--- config.mk ---
export PLATFORM = sky130hd
export DESIGN_NAME = wdsup_top
export DESIGN_NICKNAME = d
export VERILOG_FILES = /design/src/wdsup_pkg.sv /design/src/wdsup_top.sv /design/src/wdsup_sync.sv
export SDC_FILE = /design/constraint.sdc
export NUM_CORES = 1
export LEC_CHECK = 0
export ABC_CLOCK_PERIOD_IN_PS = 2600
export BUFFER_PORTS_ARGS = -buffer_cell sky130_fd_sc_hd__buf_4
export CAP_MARGIN = 5
export CORE_ASPECT_RATIO = 1.1
export CORE_MARGIN = 4
export CORE_UTILIZATION = 40
export CTS_BUF_LIST = sky130_fd_sc_hd__clkbuf_16
export DETAILED_ROUTE_END_ITERATION = 7
export SYNTH_ARGS = -nofsm -noshare
export SYNTH_HDL_FRONTEND = slang
export SYNTH_SLANG_ARGS = --single-unit
export TNS_END_PERCENT = 50
--- constraint.sdc ---
create_clock -name clock -period 2.6 [get_ports clock]
set_input_delay 0.65 -clock clock [delete_from_list [all_inputs] [get_ports clock]]
set_output_delay 0.65 -clock clock [all_outputs]
set_load 0.005 [all_outputs]
--- src/wdsup_pkg.sv ---
package wdsup_pkg;
	// special-function register addresses
	localparam logic [7:0] clock_speed_control_addr       = 8'h8e;
	localparam logic [7:0] supervisor_control_addr        = 8'hd8;
	localparam logic [7:0] extended_interrupt_enable_addr = 8'he8;
	localparam logic [7:0] timed_access_addr              = 8'hc7;
	// unlock key sequence
	localparam logic [7:0] unlock_key_first  = 8'haa;
	localparam logic [7:0] unlock_key_second = 8'h55;
	// supervisor_control field positions
	localparam int pos_dog_restart           = 0;
	localparam int pos_dog_enable            = 1;
	localparam int pos_dog_reset_occurred    = 2;
	localparam int pos_dog_warning           = 3;
	localparam int pos_power_fail_flag       = 4;
	localparam int pos_power_fail_int_enable = 5;
	// clock_speed_control field positions
	localparam int pos_timeout_select_lo = 6;
	localparam int pos_timeout_select_hi = 7;
	// extended_interrupt_enable field position
	localparam int pos_dog_interrupt_enable = 4;
	// reset values
	localparam logic [7:0] clock_speed_control_rst       = 8'h01;
	localparam logic [7:0] supervisor_control_rst        = 8'h00;
	localparam logic [7:0] extended_interrupt_enable_rst = 8'h00;
	// timing in crystal clocks; timeouts as power-of-two exponents
	localparam int timeout_exp_00     = 17;
	localparam int timeout_exp_01     = 20;
	localparam int timeout_exp_10     = 23;
	localparam int timeout_exp_11     = 26;
	localparam int warning_lead_clks  = 512;
	localparam int power_on_delay_clks = 65536;
	localparam logic [15:0] power_fail_vector = 16'h0033;
	// sfr bus request carried as one bundle
	typedef struct packed {
		logic       wr;
		logic       rd;
		logic [7:0] addr;
		logic [7:0] wdata;
	} wdsup_sfr_req_t;
	// unlock tracker states
	typedef enum logic [1:0] {
		ta_idle   = 2'b00,
		ta_first  = 2'b01,
		ta_open   = 2'b10
	} wdsup_ta_state_t;
endpackage : wdsup_pkg

--- src/wdsup_top.sv ---
`timescale 1ns/1ps
module wdsup_top #(
	parameter int unsigned POWER_ON_DELAY = wdsup_pkg::power_on_delay_clks, // por count
	parameter int unsigned EXP_SHIFT      = 0  // shortens intervals for simulation
) (
	input  wire logic                      clock,         // 40 MHz crystal clock
	input  wire logic                      rst_b,         // synchronous reset, active low
	input  wire logic                      ce,            // clock enable
	input  wire wdsup_pkg::wdsup_sfr_req_t sfr_req,       // sfr read/write request
	output logic [7:0]                     sfr_rdata,     // read data, one cycle later
	output logic                           sfr_hit,       // address owned by block
	input  wire logic                      below_reset,   // supply under reset threshold
	input  wire logic                      below_warning, // supply under warning_threshold
	input  wire logic                      cpu_idle,      // processor sits in idle
	output logic                           cpu_reset,     // reset to processor
	output logic                           dog_irq,       // watchdog interrupt request
	output logic                           pfail_irq,     // power-fail interrupt request
	output logic                           pfail_top_prio,// power-fail overrides others
	output logic [15:0]                    irq_vector,    // vector of the power-fail request, zero otherwise
	output logic                           idle_wake      // leave idle
);
	localparam int CNT_W = 27;
	localparam int POR_W = 17;

	if (EXP_SHIFT > 16 || POWER_ON_DELAY < 1 ||
		POWER_ON_DELAY > wdsup_pkg::power_on_delay_clks) begin : g_bad_param
		$error("wdsup_top: unsupported EXP_SHIFT or POWER_ON_DELAY");
	end

	// register decode helper, used for reads and writes
	function automatic logic addr_is(input logic [7:0] a, input logic [7:0] b);
		return a == b;
	endfunction : addr_is

	// synchronised supply comparators
	logic below_reset_s;
	logic below_warning_s;
	wdsup_sync u_sync_rst (
		.clock   (clock),
		.rst_b   (rst_b),
		.ce      (ce),
		.rst_val (1'b1),
		.din     (below_reset),
		.dout    (below_reset_s)
	);
	wdsup_sync u_sync_warn (
		.clock   (clock),
		.rst_b   (rst_b),
		.ce      (ce),
		.rst_val (1'b0),
		.din     (below_warning),
		.dout    (below_warning_s)
	);

	logic [7:0]                  clk_ctrl_reg;
	logic                        pf_int_en_reg;
	logic                        pf_flag_reg;
	logic                        dog_warn_reg;
	logic                        dog_rst_flag_reg;
	logic                        dog_en_reg;
	logic                        dog_int_en_reg;
	logic [7:0]                  ext_ie_reg;
	wdsup_pkg::wdsup_ta_state_t  ta_reg;
	logic [CNT_W-1:0]            cnt_reg;
	logic [9:0]                  lead_reg;
	logic                        lead_run_reg;
	logic [POR_W-1:0]            por_reg;
	logic                        dog_fire_reg;
	logic                        pf_warn_d_reg;

	logic wr_ta;
	logic wr_sup;
	logic wr_clk_ctrl;
	logic wr_ext_ie;
	logic unlocked;
	logic restart_req;
	logic [CNT_W-1:0] interval_end;
	logic dog_expire;
	logic lead_done;

	assign wr_ta    = sfr_req.wr && addr_is(sfr_req.addr, wdsup_pkg::timed_access_addr);
	assign wr_sup      = sfr_req.wr && addr_is(sfr_req.addr, wdsup_pkg::supervisor_control_addr);
	assign wr_clk_ctrl = sfr_req.wr && addr_is(sfr_req.addr, wdsup_pkg::clock_speed_control_addr);
	assign wr_ext_ie   = sfr_req.wr && addr_is(sfr_req.addr,
		wdsup_pkg::extended_interrupt_enable_addr);
	assign unlocked = (ta_reg == wdsup_pkg::ta_open);
	assign restart_req = wr_sup && unlocked && sfr_req.wdata[wdsup_pkg::pos_dog_restart];

	// timed-access unlock: aa then 55, opens for the very next write only
	always_ff @(posedge clock) begin
		if (!rst_b) begin
			ta_reg <= wdsup_pkg::ta_idle;
		end else if (ce && sfr_req.wr) begin
			case (ta_reg)
				wdsup_pkg::ta_idle: begin
					ta_reg <= (wr_ta && sfr_req.wdata == wdsup_pkg::unlock_key_first) ?
						wdsup_pkg::ta_first : wdsup_pkg::ta_idle;
				end
				wdsup_pkg::ta_first: begin
					ta_reg <= (wr_ta && sfr_req.wdata == wdsup_pkg::unlock_key_second) ?
						wdsup_pkg::ta_open : wdsup_pkg::ta_idle;
				end
				wdsup_pkg::ta_open: begin
					ta_reg <= wdsup_pkg::ta_idle; // any write consumes the unlock
				end
				default: begin
					ta_reg <= wdsup_pkg::ta_idle;
				end
			endcase
		end
	end

	// clock control; timeout select in bits 7:6, low bits kept as storage only
	always_ff @(posedge clock) begin
		if (!rst_b) begin
			clk_ctrl_reg <= wdsup_pkg::clock_speed_control_rst;
		end else if (ce && wr_clk_ctrl) begin
			clk_ctrl_reg <= sfr_req.wdata;
		end
	end

	// extended interrupt enable; bit 4 gates the warning interrupt
	always_ff @(posedge clock) begin
		if (!rst_b) begin
			ext_ie_reg <= wdsup_pkg::extended_interrupt_enable_rst;
		end else if (ce && wr_ext_ie) begin
			ext_ie_reg <= sfr_req.wdata;
		end
	end
	assign dog_int_en_reg = ext_ie_reg[wdsup_pkg::pos_dog_interrupt_enable];

	// interval end from the two select bits; shift lets tests shrink it
	always_comb begin
		interval_end = '0;
		case ({clk_ctrl_reg[wdsup_pkg::pos_timeout_select_hi],
			clk_ctrl_reg[wdsup_pkg::pos_timeout_select_lo]})
			2'b00:   interval_end[wdsup_pkg::timeout_exp_00 - EXP_SHIFT] = 1'b1;
			2'b01:   interval_end[wdsup_pkg::timeout_exp_01 - EXP_SHIFT] = 1'b1;
			2'b10:   interval_end[wdsup_pkg::timeout_exp_10 - EXP_SHIFT] = 1'b1;
			2'b11:   interval_end[wdsup_pkg::timeout_exp_11 - EXP_SHIFT] = 1'b1;
			default: interval_end[wdsup_pkg::timeout_exp_00 - EXP_SHIFT] = 1'b1;
		endcase
	end
	assign dog_expire = dog_en_reg && !lead_run_reg && (cnt_reg == interval_end - 1'b1);
	assign lead_done  = lead_run_reg &&
		(lead_reg == 10'(wdsup_pkg::warning_lead_clks - 1));

	// supervisor control: protected enable, software-cleared flags
	always_ff @(posedge clock) begin
		if (!rst_b) begin
			dog_en_reg    <= wdsup_pkg::supervisor_control_rst[wdsup_pkg::pos_dog_enable];
			pf_int_en_reg <= wdsup_pkg::supervisor_control_rst[wdsup_pkg::pos_power_fail_int_enable];
		end else if (ce && wr_sup) begin
			pf_int_en_reg <= sfr_req.wdata[wdsup_pkg::pos_power_fail_int_enable];
			if (unlocked) begin
				dog_en_reg <= sfr_req.wdata[wdsup_pkg::pos_dog_enable];
			end
		end
	end

	// flags: hardware set beats a same-cycle software clear
	always_ff @(posedge clock) begin
		if (!rst_b) begin
			pf_flag_reg  <= 1'b0;
			dog_warn_reg <= 1'b0;
		end else if (ce) begin
			if (below_warning_s) begin
				pf_flag_reg <= 1'b1;
			end else if (wr_sup && !sfr_req.wdata[wdsup_pkg::pos_power_fail_flag]) begin
				pf_flag_reg <= 1'b0;
			end
			if (dog_expire) begin
				dog_warn_reg <= 1'b1;
			end else if (wr_sup && !sfr_req.wdata[wdsup_pkg::pos_dog_warning]) begin
				dog_warn_reg <= 1'b0;
			end
		end
	end

	// reset-occurred flag survives its own watchdog reset and brownout, cleared only by rst_b or software
	always_ff @(posedge clock) begin
		if (!rst_b) begin
			dog_rst_flag_reg <= 1'b0;
		end else if (ce) begin
			if (lead_done) begin
				dog_rst_flag_reg <= 1'b1;
			end else if (wr_sup && !sfr_req.wdata[wdsup_pkg::pos_dog_reset_occurred]) begin
				dog_rst_flag_reg <= 1'b0;
			end
		end
	end

	// main count and 512-clock lead; restart reloads a full interval
	always_ff @(posedge clock) begin
		if (!rst_b) begin
			cnt_reg      <= '0;
			lead_reg     <= '0;
			lead_run_reg <= 1'b0;
		end else if (ce) begin
			if (restart_req || !dog_en_reg || lead_done) begin
				cnt_reg      <= '0;
				lead_reg     <= '0;
				lead_run_reg <= 1'b0;
			end else if (dog_expire) begin
				lead_run_reg <= 1'b1;
			end else if (lead_run_reg) begin
				lead_reg <= lead_reg + 10'h001;
			end else begin
				cnt_reg <= cnt_reg + 1'b1;
			end
		end
	end

	// watchdog reset pulse; lead runs regardless of interrupt enable
	always_ff @(posedge clock) begin
		if (!rst_b) begin
			dog_fire_reg <= 1'b0;
		end else if (ce) begin
			dog_fire_reg <= lead_done;
		end
	end

	// power-on delay: hold while supply low, then count before release
	always_ff @(posedge clock) begin
		if (!rst_b) begin
			por_reg <= '0;
		end else if (ce) begin
			if (below_reset_s) begin
				por_reg <= '0;
			end else if (por_reg != POR_W'(POWER_ON_DELAY)) begin
				por_reg <= por_reg + 1'b1;
			end
		end
	end

	// processor reset: por window, brownout, or watchdog fire
	always_ff @(posedge clock) begin
		if (!rst_b) begin
			cpu_reset <= 1'b1;
		end else if (ce) begin
			cpu_reset <= below_reset_s || (por_reg != POR_W'(POWER_ON_DELAY)) ||
				dog_fire_reg;
		end
	end

	// interrupt requests, power-fail wins arbitration
	always_ff @(posedge clock) begin
		if (!rst_b) begin
			dog_irq        <= 1'b0;
			pfail_irq      <= 1'b0;
			pfail_top_prio <= 1'b0;
			irq_vector     <= 16'h0000;
			idle_wake      <= 1'b0;
			pf_warn_d_reg  <= 1'b0;
		end else if (ce) begin
			pf_warn_d_reg  <= below_warning_s;
			dog_irq        <= dog_warn_reg && dog_int_en_reg;
			pfail_irq      <= below_warning_s && pf_int_en_reg;
			pfail_top_prio <= below_warning_s && pf_int_en_reg;
			irq_vector     <= (below_warning_s && pf_int_en_reg) ?
				wdsup_pkg::power_fail_vector : 16'h0000;
			idle_wake      <= cpu_idle && dog_warn_reg && dog_int_en_reg;
		end
	end

	// registered read port, unmapped addresses return zero
	always_ff @(posedge clock) begin
		if (!rst_b) begin
			sfr_rdata <= 8'h00;
			sfr_hit   <= 1'b0;
		end else if (ce) begin
			sfr_hit <= sfr_req.rd && (addr_is(sfr_req.addr, wdsup_pkg::supervisor_control_addr) ||
				addr_is(sfr_req.addr, wdsup_pkg::clock_speed_control_addr) ||
				addr_is(sfr_req.addr, wdsup_pkg::extended_interrupt_enable_addr));
			if (sfr_req.rd && addr_is(sfr_req.addr, wdsup_pkg::supervisor_control_addr)) begin
				sfr_rdata <= {2'b00, pf_int_en_reg, pf_flag_reg, dog_warn_reg,
					dog_rst_flag_reg, dog_en_reg, 1'b0}; // restart bit reads zero
			end else if (sfr_req.rd &&
				addr_is(sfr_req.addr, wdsup_pkg::clock_speed_control_addr)) begin
				sfr_rdata <= clk_ctrl_reg;
			end else if (sfr_req.rd &&
				addr_is(sfr_req.addr, wdsup_pkg::extended_interrupt_enable_addr)) begin
				sfr_rdata <= ext_ie_reg;
			end else begin
				sfr_rdata <= 8'h00;
			end
		end
	end
endmodule : wdsup_top

--- src/wdsup_sync.sv ---
`timescale 1ns/1ps
// three-stage input filter: change counts once stages two and three agree
module wdsup_sync (
	input  wire logic clock,   // system clock
	input  wire logic rst_b,   // synchronous reset, active low
	input  wire logic ce,      // clock enable
	input  wire logic rst_val, // value held during reset
	input  wire logic din,     // asynchronous input
	output logic      dout     // filtered level
);
	logic s1_reg;
	logic s2_reg;
	logic s3_reg;

	// first stage feeds only the second stage
	always_ff @(posedge clock) begin
		if (!rst_b) begin
			s1_reg <= rst_val;
			s2_reg <= rst_val;
			s3_reg <= rst_val;
		end else if (ce) begin
			s1_reg <= din;
			s2_reg <= s1_reg;
			s3_reg <= s2_reg;
		end
	end

	// output moves only when the later stages agree, filters one-cycle glitches
	always_ff @(posedge clock) begin
		if (!rst_b) begin
			dout <= rst_val; // preset level; the reset comparator presets 1 and keeps its fault asserted until proven clear
		end else if (ce && (s2_reg == s3_reg)) begin
			dout <= s3_reg;
		end
	end
endmodule : wdsup_sync

# Yosys cells after proc, flatten, opt, wreduce, memory -nomap -nowiden
# Cells that the tools add are included.
# word_totals
word_cells	132
output_inout_bits	30
regBits	116
inputBits	24
# classes
n_addsub	4
n_reduce_logical	55
eq_ne	18
mux	27
# ops
op	n
$mux 27	3
$eq 8x8->1 const B	5
$mux 17	2
$mux 10	3
$logic_and 1x1->1	28
$add 27x1->27 const B	1
$eq 27x27->1	1
$sub 27x1->27 const B	1
$mux 8	3
$add 17x1->17 const B	1
$ne 17x17->1 const B	1
$mux 1	13
$reduce_and 2->1	6
$reduce_bool 2->1	6
$add 10x1->10 const B	1
$eq 10x9->1 const B	1
$eq 8x7->1 const B	1
$eq 2x2->1 const B	3
$logic_or 1x1->1	6
$mux 6	1
$reduce_and 3->1	2
$logic_not 1->1	5
$eq 2x1->1 const B	2
$logic_not 2->1	2
4 further kinds	6

# Logic depth before layout (Yosys ltp)
# logic_depth
ltp_word	8
depth_mapped	11
mapped_depth_nobuf	8

# Modules after synthesis
# Synthesis repeated with hierarchy kept, for this count alone.
# unflattened
cells_unflattened	574
hier_area_um2	5046.1
# modules_own_cells
mod	cells_per_inst	seq_area_each_um2	area_each_um2	instances
wdsup_top	540	1841.8	4675.7	1
wdsup_sync	17	120.1	185.2	2

# Least setup slack after synthesis
# Ideal clock, no wire load.
# synth_path
path_kind	reg-to-reg
startpoint	reg clk_ctrl_reg[6]
endpoint	reg cnt_reg[26]
path_buffers	1
path_slack_ns	0.230
required_ns	2.480
setup_time_ns	0.120
path_stages_with_launch	10
arrival_ns	2.250
cell_sequence	dfxtp_1 or2_2 ha_1 and3_1 o2111a_1 nand4_4 o21ai_2 buf_6 o311a_1 a211o_1
# synth_between
elab_chain_len	7
# synth_lines
item	line	text
from (decl)	wdsup_top.sv:55	logic [7:0] clk_ctrl_reg;
from (signal assigned)	wdsup_top.sv:116	clk_ctrl_reg <= wdsup_pkg::clock_speed_control_rst;
from (signal assigned)	wdsup_top.sv:118	clk_ctrl_reg <= sfr_req.wdata;
$eq 2x1->1 (tied with other cells)	wdsup_top.sv:135	case ({clk_ctrl_reg[wdsup_pkg::pos_timeout_select_hi],
$mux 1	wdsup_top.sv:135	
$sub 27x1->27 (*)	wdsup_top.sv:144	assign dog_expire = dog_en_reg && !lead_run_reg && (cnt_reg == interval_end - 1'b1);
$eq 27x27->1 (*)	wdsup_top.sv:144	
$logic_and 1x1->1 (*)	wdsup_top.sv:144	
$ne 2x1->1 (no source line) (*)	--	
$reduce_and 3->1 (no source line) (*)	--	
to (signal assigned)	wdsup_top.sv:209	cnt_reg <= cnt_reg + 1'b1;
to (decl)	wdsup_top.sv:64	logic [CNT_W-1:0] cnt_reg;
# Every way passes the cells marked *; elsewhere a longest branch is shown, timed or not.
# A chain may end at the register's enable or synchronous reset.

# Worst setup path after layout
# layout_path
startpoint	reg clk_ctrl_reg[7]
endpoint	reg cnt_reg[26]
# The elaborated chain is that of the path after synthesis.

==> results_dict.tcl <==
set metrics [dict create \
    initial_utilization_pct 41.2 \
    layout.nets 645 \
    syn_inst 573 \
    drive_gt1_share_pct 17.4 \
    hold_class "register to register" \
    arrival_ps 2700 \
    cts_tree "yes" \
    clk_latency_ps 350 \
    layoutNonFillerInstCount 775 \
    status "completed" \
    yosys_warnings 0 \
    finalSetupViolCount 0 \
    finalSetupTns_ps 0 \
    max_stage_delay_ps 360 \
    grt_max_degree 47 \
    finalClockSkew_ps 8.97 \
    drtAntennaViolNets 0 \
    dr.pass1.iters 5 \
    pwr_density_cell_nw_per_um2 533 \
    syn_area_um2 5030 \
    hpwl_um 8660 \
    largest_reg_flops 27 \
    power_switching_uw 783 \
    cts_setup_buffers 0 \
    required_ps 2850 \
    cap_violations 0 \
    yosys.cell_count.top_type "dfxtp_1" \
    rows 42 \
    holdWs_ps 461 \
    first_global_vias 4024 \
    max_freq_mhz 408 \
    cts.clk_slew.worst_paths_ps 80 \
    yosys-top-cells-count "dfxtp_1 (100), nor2_1 (62), nand2_1 (51)" \
    final.min_clock_period_ps 2450 \
    rsz0062_at_grt "false" \
    p_leak_uw 0.00210 \
    ys_types 75 \
    synth_edf_count 0 \
    p_comb_share_pct 5.7 \
    finalCritPeriodShare_pct 94.2 \
    p_sw_share_pct 25.5 \
    pwr-share-seq_pct 50.5 \
    p_int_uw 2290 \
    io_pins 54 \
    hold_buffers 0 \
    first_iter_violations 390 \
    slew_violations 0 \
    multi_input_area_um2 2730 \
    grt_pass1_wl_um 20300 \
    cp_cell_sequence "or2_2 -> ha_1 -> and3_1 -> o2111a_1 -> nand4_4 -> o21ai_2 -> buf_4 -> o311a_1 -> a211o_1" \
    p_total_uw 3070 \
    syn_to_final_growth_pct 14.7 \
    cts-root-buf "clkbuf_16" \
    seq_area_um2 2000 \
    ys_ff_latch 100 \
    synth_seq_area_share_pct 39.8 \
    wl_per_cell_um 15.7 \
    clockPowerShare_pct 43.8 \
    fillerInstances 1176 \
    clock-sinks 100 \
    track_usage_pct 17.2 \
    end_kind "register" \
    worst_pin_slew_ps 528 \
    hold_viol 0 \
    gp_congestion 0.863 \
    route.vias.total 4382 \
    die_area_um2 14400 \
    core_area_um2 12200 \
    h-tree-depth 3 \
    dp_cells 759 \
    critPathMaxFanout 8 \
    drc 0 \
    synthTopCellsByArea "dfxtp_1 (40%), mux2i_1 (5.2%), nor2_1 (4.6%), nand2_1 (3.8%), nand3_1 (3.2%)" \
    avgSynthCellArea_um2 8.78 \
    overflow 0 \
    cp-start-kind "register" \
    peakVddDrop_uv 252 \
    async_reset_ff_share_pct 0 \
    cts_buffer_depth 2 \
    slew_headroom_pct 64.7 \
    port-buffer-count 41 \
    die_h_um 126 \
    n_antenna_cell 0 \
    cpMaxStageDelayCell "dfxtp_1" \
    cts_buffers 9 \
    crit_type "register to register" \
    synth_top_area_share_pct 39.8 \
    routed_wl_um 12200 \
    vias_per_cell 5.65 \
    post_cts_resized 0 \
    synthFlopType "dfxtp_1" \
    antenna_found_initial 0 \
    die_w_um 115 \
    yosys.area.top_type "dfxtp_1" \
]
==> area by class of cell <==
cell class / count / share of cell area [%]
inverter: 14 / 0.911
tap: 154 / 3.34
multi-input combinational: 425 / 47.3
timing repair buffer: 66 / 8.59
sequential: 100 / 34.7
clock buffer: 9 / 3.91
clock inverter: 7 / 1.24
==> cells in the final DEF (no fill, tap or decap), drive strengths merged, types with 15 or more instances in the layout <==
cell type  synthesis  final
dfxtp            100    100
buf               35     66
nor2              64     64
nand2             52     52
nand3             33     33
a21oi             29     29
mux2i             26     26
o21ai             20     20
inv               14     16
nand4             15     15
nor3              15     15
==> layer usage <==
metal | wire length (um) | track usage, % | vias to the layer above | share of wire (%)
met3 | 454 | 3.38 | 22 | 3.7
met1 | 5800 | 23.5 | 2070 | 48
li1 | - | - | 2191 | -
met4 | 244 | 6.42 | 0 | 2.0
met5 | 0 | 0 | - | 0
met2 | 5660 | 26.6 | 99 | 47
==> worst paths after layout <==
path,from,to,depth (start not counted),slack [ps]
worst max-delay path,clk_ctrl_reg[7],cnt_reg[26],9,150
worst min-delay path,cnt_reg[6],cnt_reg[6],1,460
worst max register to register,clk_ctrl_reg[7],cnt_reg[26],9,150
worst min register to register,cnt_reg[6],cnt_reg[6],1,460
==> stage by stage <==
stage / utilization (%) / worst slack, ps / instance area, um2
finish: 47.3 / 152 / 5770
global route: 47.3 / 10.2 / 5770
CTS: 47.3 / 138 / 5770
detailed placement: 44.9 / 33.3 / 5470
global placement: 44.9 / 100 / 5470
floorplan: - / 230 / 5070
==> power by group through the flow <==
| stage | Combinational [uW] | Clock [uW] | Sequential [uW] |
|---|---|---|---|
| 3_5_place_dp | 175 | 0 | 1590 |
| 5_1_grt | 192 | 1450 | 1550 |
| 2_1_floorplan | 112 | 0 | 1590 |
| 4_1_cts | 175 | 1380 | 1550 |
| 6_report | 175 | 1350 | 1550 |
| 3_3_place_gp | 174 | 0 | 1590 |
==> worst max-delay path, delay by kind of cell (launching register included) <==
family          cells  cell delay [ps]
compound gates      4              980
fa+ha+maj           1              210
buf+inv             1              200
flops               1              360
simple gates        3              600
==> cells by family after synthesis <==
logic type,after synthesis,synth area share [%]
flops,100,39.8
xor+xnor,15,2.61
compound gates,122,18.2
simple gates,245,25.9
mux,26,5.18
buf+inv,59,6.94
fa+ha+maj,5,1.24
other cells,1,0.0746
(Power assumes the default switching activity.)
